## src/hw/pcrvf_consts.vh

```
// Constants for the PLL control registers and VCO packet forwarder
// Function
// - Packets sent to the VCO subsystem are sixteen bits long.
// - Link runs from the calibration FSM clock, never above 50 MHz.
// - Two-bit field at bits 14:13 of offset 0Ah picks the link rate.
// - Each write to offset 05h forwards its contents, MSB first; of several writes during one frame only the last is sent.
// - Packet bits 2:0 carry the subsystem ID; the VCO answers to 000b.
// - Packet bits 6:3 carry the four-bit subsystem register index.
// - Packet bits 15:7 carry the nine-bit value to write.
// - Calibration updates only the data field; index must be 0000.
// - Calibration leaves ID and index; host restores index after manual use.
// - Reading offset 00h returns a fixed 24-bit identity word.
// - Writing offset 00h bits 4:0 sets the address read next cycle.
// - Writing 1 to bit 5 of offset 00h resets the host serial logic.
// - Offset 01h bit 0 picks the enable source: pin at 1, bit 1 at 0.
// - Offset 01h bit 1 is the register enable; register resets to 000002h.
// - Offset 01h bits 7:2 keep six blocks powered while the PLL is off.
// - Reading offset 05h returns the packet register, as last written or calibrated.
`ifndef PCRVF_CONSTS_VH
`define PCRVF_CONSTS_VH

// ==========================================================
// Register offsets
`define PCRVF_OFS_ID 5'h00
`define PCRVF_OFS_CTRL 5'h01
`define PCRVF_OFS_PACKET 5'h05
`define PCRVF_OFS_RATE 5'h0a
`define PCRVF_OFS_SWITCH 5'h10

// ==========================================================
// Field positions
`define PCRVF_PTR_MSB 4
`define PCRVF_PTR_LSB 0
`define PCRVF_SOFT_RST_BIT 5
`define PCRVF_SRC_SEL_BIT 0
`define PCRVF_REG_EN_BIT 1
`define PCRVF_KEEP_LSB 2
`define PCRVF_KEEP_MSB 7
`define PCRVF_RATE_MSB 14
`define PCRVF_RATE_LSB 13
`define PCRVF_ID_MSB 2
`define PCRVF_ID_LSB 0
`define PCRVF_IDX_MSB 6
`define PCRVF_IDX_LSB 3
`define PCRVF_VAL_MSB 15
`define PCRVF_VAL_LSB 7

// ==========================================================
// Reset values and widths
`define PCRVF_CTRL_RST 10'h002
`define PCRVF_PACKET_RST 16'h0000
`define PCRVF_RATE_RST 2'h0
`define PCRVF_PACKET_BITS 5'h10
`define PCRVF_LAST_BIT 4'hf

// ==========================================================
// Timing
`define PCRVF_CORE_CLK_MHZ 10
`define PCRVF_LINK_CLK_MAX_MHZ 50

`endif

```

## src/hw/pcrvf_link_shifter.v

```verilog
// Serial shifter driving the internal VCO link
`timescale 1ns/1ns
`include "pcrvf_consts.vh"

module pcrvf_link_shifter (
  // Clock and reset
  input wire core_clk,
  input wire arst_n,
  // Request
  input wire start,
  input wire [15:0] packet,
  input wire [1:0] rate_sel,
  output wire busy,
  // Link pins
  output reg link_sclk_ff,
  output reg link_sdata_ff,
  output reg link_frame_ff
);

  reg [15:0] shift_ff;
  reg [3:0] bit_cnt_ff;
  reg [2:0] div_cnt_ff;
  wire [3:0] half_period;
  wire tick;

  // ==========================================================
  // Rate divider
  // Half period is 1, 2, 4 or 8 core cycles; core clock sits far
  // below the 50 MHz link ceiling, so every setting is legal
  assign half_period = 4'h1 << rate_sel;
  // Four bits wide so the slowest setting of 8 does not wrap to 0
  assign tick = link_frame_ff &&
                ({1'b0, div_cnt_ff} == half_period - 4'h1);
  assign busy = link_frame_ff;

  always @(posedge core_clk or negedge arst_n) begin
    if (!arst_n) begin
      div_cnt_ff <= 3'h0;
    end else if (start || tick || !link_frame_ff) begin
      div_cnt_ff <= 3'h0;
    end else begin
      div_cnt_ff <= div_cnt_ff + 3'h1;
    end
  end

  // ==========================================================
  // Shift engine: data changes while clock low, sampled on rise
  always @(posedge core_clk or negedge arst_n) begin
    if (!arst_n) begin
      shift_ff <= 16'h0000;
      bit_cnt_ff <= 4'h0;
      link_sclk_ff <= 1'b0;
      link_sdata_ff <= 1'b0;
      link_frame_ff <= 1'b0;
    end else if (start && !link_frame_ff) begin
      shift_ff <= {packet[14:0], 1'b0};
      link_sdata_ff <= packet[15];
      bit_cnt_ff <= 4'h0;
      link_sclk_ff <= 1'b0;
      link_frame_ff <= 1'b1;
    end else if (tick) begin
      if (!link_sclk_ff) begin
        link_sclk_ff <= 1'b1;
      end else begin
        link_sclk_ff <= 1'b0;
        if (bit_cnt_ff == `PCRVF_LAST_BIT) begin
          link_frame_ff <= 1'b0;
          link_sdata_ff <= 1'b0;
        end else begin
          link_sdata_ff <= shift_ff[15];
          shift_ff <= {shift_ff[14:0], 1'b0};
          bit_cnt_ff <= bit_cnt_ff + 4'h1;
        end
      end
    end
  end

endmodule

```

## src/hw/pcrvf_top.v

```verilog
// PLL control registers and VCO packet forwarder top
`timescale 1ns/1ns
`include "pcrvf_consts.vh"

module pcrvf_top #(
  // Identity word, value arbitrary
  parameter [23:0] IDENTITY_WORD = 24'h5a5a01
) (
  // Clock and reset
  input wire core_clk,
  input wire arst_n,
  // Register write port
  input wire wr_en,
  input wire [4:0] wr_addr,
  input wire [23:0] wr_data,
  // Register read port
  input wire rd_en,
  input wire rd_use_pointer,
  input wire [4:0] rd_addr,
  output reg [23:0] rd_data_ff,
  output reg rd_valid_ff,
  output reg [4:0] read_pointer_ff,
  output reg soft_reset_ff,
  // Calibration data updates
  input wire cal_update,
  input wire [8:0] cal_value,
  // Device pins and status
  input wire chip_enable_pin,
  input wire [7:0] vco_switch_settings,
  output reg pll_enable_ff,
  output reg [5:0] block_power_ff,
  // Internal VCO link
  output wire link_sclk,
  output wire link_sdata,
  output wire link_frame,
  output reg link_pending_ff
);

  reg [9:0] ctrl_ff;
  reg [15:0] packet_ff;
  reg [1:0] rate_ff;
  reg [23:0] nxt_rd_data;
  wire [4:0] eff_rd_addr;
  wire host_pkt_wr;
  wire cal_pkt_wr;
  wire pkt_event;
  wire busy;
  wire start;
  wire pll_en_now;

  assign host_pkt_wr = wr_en && (wr_addr == `PCRVF_OFS_PACKET);
  assign cal_pkt_wr = cal_update && !host_pkt_wr;
  assign pkt_event = host_pkt_wr || cal_pkt_wr;
  assign start = link_pending_ff && !busy;

  // ==========================================================
  // Write side registers
  always @(posedge core_clk or negedge arst_n) begin
    if (!arst_n) begin
      ctrl_ff <= `PCRVF_CTRL_RST;
      rate_ff <= `PCRVF_RATE_RST;
      read_pointer_ff <= 5'h00;
      soft_reset_ff <= 1'b0;
    end else begin
      soft_reset_ff <= 1'b0;
      if (wr_en) begin
        case (wr_addr)
          `PCRVF_OFS_ID: begin
            // Undefined upper bits are dropped
            read_pointer_ff <= wr_data[`PCRVF_PTR_MSB:`PCRVF_PTR_LSB];
            soft_reset_ff <= wr_data[`PCRVF_SOFT_RST_BIT];
          end
          `PCRVF_OFS_CTRL: begin
            ctrl_ff <= wr_data[9:0];
          end
          `PCRVF_OFS_RATE: begin
            rate_ff <= wr_data[`PCRVF_RATE_MSB:`PCRVF_RATE_LSB];
          end
          default: begin
            ctrl_ff <= ctrl_ff;
          end
        endcase
      end
    end
  end

  // ==========================================================
  // Packet register: host writes whole word, calibration only data
  // The ID and index fields are never touched by calibration, so a
  // stale index after manual access misroutes calibration data
  always @(posedge core_clk or negedge arst_n) begin
    if (!arst_n) begin
      packet_ff <= `PCRVF_PACKET_RST;
    end else if (host_pkt_wr) begin
      packet_ff <= wr_data[15:0];
    end else if (cal_pkt_wr) begin
      packet_ff <= {cal_value, packet_ff[`PCRVF_IDX_MSB:0]};
    end
  end

  // ==========================================================
  // Forward request: new write while busy waits, newest value wins
  always @(posedge core_clk or negedge arst_n) begin
    if (!arst_n) begin
      link_pending_ff <= 1'b0;
    end else if (pkt_event) begin
      link_pending_ff <= 1'b1;
    end else if (start) begin
      link_pending_ff <= 1'b0;
    end
  end

  pcrvf_link_shifter u_shifter (
    .core_clk(core_clk),
    .arst_n(arst_n),
    .start(start),
    .packet(packet_ff),
    .rate_sel(rate_ff),
    .busy(busy),
    .link_sclk_ff(link_sclk),
    .link_sdata_ff(link_sdata),
    .link_frame_ff(link_frame)
  );

  // ==========================================================
  // Read mux
  assign eff_rd_addr = rd_use_pointer ? read_pointer_ff : rd_addr;

  always @* begin
    nxt_rd_data = 24'h000000;
    case (eff_rd_addr)
      `PCRVF_OFS_ID: nxt_rd_data = IDENTITY_WORD;
      `PCRVF_OFS_CTRL: nxt_rd_data = {14'h0000, ctrl_ff};
      `PCRVF_OFS_PACKET: nxt_rd_data = {8'h00, packet_ff};
      `PCRVF_OFS_RATE: nxt_rd_data = {9'h000, rate_ff, 13'h0000};
      `PCRVF_OFS_SWITCH: nxt_rd_data = {16'h0000, vco_switch_settings};
      default: nxt_rd_data = 24'h000000;
    endcase
  end

  always @(posedge core_clk or negedge arst_n) begin
    if (!arst_n) begin
      rd_data_ff <= 24'h000000;
      rd_valid_ff <= 1'b0;
    end else begin
      rd_valid_ff <= rd_en;
      if (rd_en) begin
        rd_data_ff <= nxt_rd_data;
      end
    end
  end

  // ==========================================================
  // Enable source and per-block power hold
  assign pll_en_now = ctrl_ff[`PCRVF_SRC_SEL_BIT] ? chip_enable_pin :
                      ctrl_ff[`PCRVF_REG_EN_BIT];

  always @(posedge core_clk or negedge arst_n) begin
    if (!arst_n) begin
      pll_enable_ff <= 1'b0;
    end else begin
      pll_enable_ff <= pll_en_now;
    end
  end

  genvar gi;
  generate
    for (gi = 0; gi < 6; gi = gi + 1) begin : g_power
      // Hold bit overrides the enable only while the PLL is off
      always @(posedge core_clk or negedge arst_n) begin
        if (!arst_n) begin
          block_power_ff[gi] <= 1'b0;
        end else begin
          block_power_ff[gi] <= pll_en_now ||
                                ctrl_ff[`PCRVF_KEEP_LSB + gi];
        end
      end
    end
  endgenerate

endmodule

```

## config.mk

```make
export PLATFORM = sky130hd
export DESIGN_NAME = pcrvf_top
export DESIGN_NICKNAME = d
export VERILOG_FILES = /design/src/hw/pcrvf_link_shifter.v /design/src/hw/pcrvf_top.v
export VERILOG_INCLUDE_DIRS = /design/src /design/src/hw
export SDC_FILE = /design/constraint.sdc
export NUM_CORES = 1
export LEC_CHECK = 0
export CORE_ASPECT_RATIO = 0.9
export CORE_MARGIN = 2
export CORE_UTILIZATION = 59
export CTS_BUF_LIST = sky130_fd_sc_hd__clkbuf_4
export CTS_CLUSTER_DIAMETER = 30
export DETAILED_ROUTE_END_ITERATION = 8
export DONT_BUFFER_PORTS = 1
export PLACE_DENSITY = 0.89
export SLEW_MARGIN = 0
export SYNTH_ARGS = -nofsm -noshare
export SYNTH_HDL_FRONTEND = slang
export SYNTH_SLANG_ARGS = --single-unit
```

## constraint.sdc

```tcl
create_clock -name core_clk -period 1.7 [get_ports core_clk]
set_clock_uncertainty 0.2 [all_clocks]
set_input_delay 0.085 -clock core_clk [delete_from_list [all_inputs] [get_ports core_clk]]
set_output_delay 0.085 -clock core_clk [all_outputs]
set_load 0.005 [all_outputs]
```

==> impl_metrics.yaml <==
outcome:
  status: "complete, but fails checks"
  failed_checks: "negative hold slack, negative setup slack"
sta:
  relSlewSlack: 0.126
  worst_slack_ps: -338
  fin_crit_ps: 2040
  tightest_slew_ps: 1310
  whs_ps: -916
  tns_ps: -8110
  grt_setup_unrepaired: "yes"
  finalSetupViolations: 49
  fin_crit_sh: 1.20
  hold_viol_final: 96
  fmax_mhz: 491
  maxSlewViolCount: 0
placed_design:
  dp_slack_ps: -99.0
  gp_congestion: 0.836
  port_buffers: 0
  place_inst: 467
  dp_hpwl_mm: 6.77
detailed_routing:
  ant_nets: 0
  wl_mm: 15.5
  vias: 3902
  drcViolationCount: 0
  routedWlPerCell_um: 28.0
  drtIter0Drc: 539
  drt-pass1-iter-count: 6
  routed_via_density: 7.07
synthesis:
  synth_area_um2: 4120
  synthTopCellsByArea: "dfrtp_1, mux2_2, mux2i_1"
  ys.flop_type: "dfrtp_1"
  synth.avg_cell_area_um2: 11.0
  yosysMostFrequentCell: "dfrtp_1"
  synth_seq_area_share: 0.517
  synth-edff-count: 0
  synth_cell_types: 50
  synth_top_cell_by_area: "dfrtp_1"
  yosys-top-cells-count: "dfrtp_1, nor2_1, a21oi_1, mux2_2, mux2i_1"
  yosys_warnings: 0
  yosysTopAreaCellShare: 0.510
  synth-seq-cells: 85
  synthCells: 373
  ys_async_sr_fraction: 1.00
worst_setup_path:
  worst_ep_arrival_time_ps: 2200
  critical_path_class: "reg2reg"
  end_kind: "flip-flop"
  worst_setup_path_start_kind: "flip-flop"
  r2r_slack_ps: -340
  rr_worst_depth: 6
  worstPathRequired_ps: 1860
  reg2reg_to: "rd_data_ff[9]"
  crit_fanout: 4
  r2r_start: "read_pointer_ff[0]"
global_route:
  track_usage: 0.321
  grt_pass1_wl_mm: 18.8
  grt_pass1_vias: 3563
  antenna_found_initial: 0
  met2_usage: 0.538
  use_met1: 0.376
  grt_max_degree: 86
  top_usage_layer: "met2"
  met3_usage: 0.0935
  gr-total-overflow: 0
clocking:
  htreeDepth: 3
  clock_latency_ps: 470
  clockRootBuffer: "clkbuf_4"
  cts_buffers: 9
  cts_tree: "built"
  clk_pin_slew_ps: 160
  max-clock-path-buffers: 2
  cts.sinks: 85
floorplanning:
  start_util: 0.619
  num_rows: 28
  io_pins: 100
  core-area_um2: 6660
  dieWidth_um: 92.1
  die_y_um: 83.3
  die_area_um2: 7670
finish:
  instances_no_fill: 552
  diodes: 0
  drive_gt1_frac: 0.335
  nets: 517
  syn_to_final_growth_pct: 31.6
  utilization: 0.814
power_and_ir_drop:
  pwr_density_cell_nw_per_um2: 1210
  p_leak_nw: 2.33
  ir_drop_mv: 0.784
worst_hold_path:
  hold_class: "in2async"
run:
  cap_violations: 0
[cells in the final DEF (no fill, tap or decap), drive strengths merged, types with 14 or more instances in the layout]
cell,Yosys,routed
o21ai,18,18
mux2,23,23
o22ai,14,14
dlygate4sd3,0,49
nand2,16,16
a21oi,37,37
inv,13,14
nor2,42,42
dfrtp,84,84
buf,18,41
mux2i,18,18
[what timing repair did]
item / CTS / global route
resized for setup: 4 / 55
buffers inserted: 2 / 14
hold endpoints to repair: 145 / 113
endpoints found under the setup margin: 20 / 45
cloned: 0 / 2
pin swaps: 2 / 21
hold buffers: 47 / 4
[worst max path at each step]
stage	start	to	slack, ps	cells past startpoint
after floorplan	u_shifter.bit_cnt_ff[0]	u_shifter.shift_ff[14]	0.7	6
after global placement	rate_ff[1]	u_shifter.shift_ff[3]	-30	6
after detailed placement	rate_ff[1]	u_shifter.shift_ff[3]	-100	6
after CTS	u_shifter.div_cnt_ff[1]	u_shifter.shift_ff[14]	-100	6
after global routing	read_pointer_ff[2]	rd_data_ff[6]	-330	6
final	read_pointer_ff[0]	rd_data_ff[9]	-340	6
[flip-flops by register name, indices dropped and copies added (netlist names), 2 cells and up]
name,count
u_shifter.div_cnt_ff,3
u_shifter.bit_cnt_ff,4
rate_ff,2
rd_data_ff,17
read_pointer_ff,5
u_shifter.shift_ff,15
ctrl_ff,10
block_power_ff,6
packet_ff,16
[report_power, final]
part / total, mW / switching, mW / internal [mW]
clock network: 1.22 / 0.751 / 0.465
registers: 3.08 / 0.580 / 2.50
logic: 2.25 / 1.17 / 1.08
[area by class of cell]
cell class / instances / area [um^2]
Timing Repair Buffer: 94 / 933
Multi-Input combinational cell: 254 / 2060
Tap cell: 90 / 113
Inverter: 13 / 48.8
Fill cell: 295 / 1240
Sequential cell: 85 / 2130
Clock inverter: 6 / 63.8
Clock buffer: 10 / 75.1
[metrics by stage]
step           power, mW  cell area [um^2]
6_report            6.55              5420
5_1_grt             6.73              5420
4_1_cts             5.74              4960
3_5_place_dp        4.42              4310
3_3_place_gp        4.29              4310
2_1_floorplan       3.98              4140
[metal layers]
metal  vias up  part of all wire
li1       1503                 -
met1      1873              0.33
met2       398              0.46
met3       128              0.13
met4         0             0.076
met5         -                 0
[worst max-delay path, stage by stage (launching register included)]
cell and delay, ps:
dfrtp_1 460, buf_4 160, mux2i_4 100, nand2b_1 190
o21ai_0 400, nand3_1 200, o21ai_0 210
[logic make-up after synthesis]
| group | count (synthesis) | synth area share |
|---|---|---|
| flops | 85 | 0.517 |
| mux | 41 | 0.110 |
| fa+ha+maj | 2 | 0.00607 |
| xor+xnor | 2 | 0.00425 |
| compound gates | 96 | 0.180 |
| buf+inv | 37 | 0.0495 |
| other cells | 1 | 0.000910 |
| simple gates | 109 | 0.133 |
Note: power is estimated with default switching activity, not from simulation.
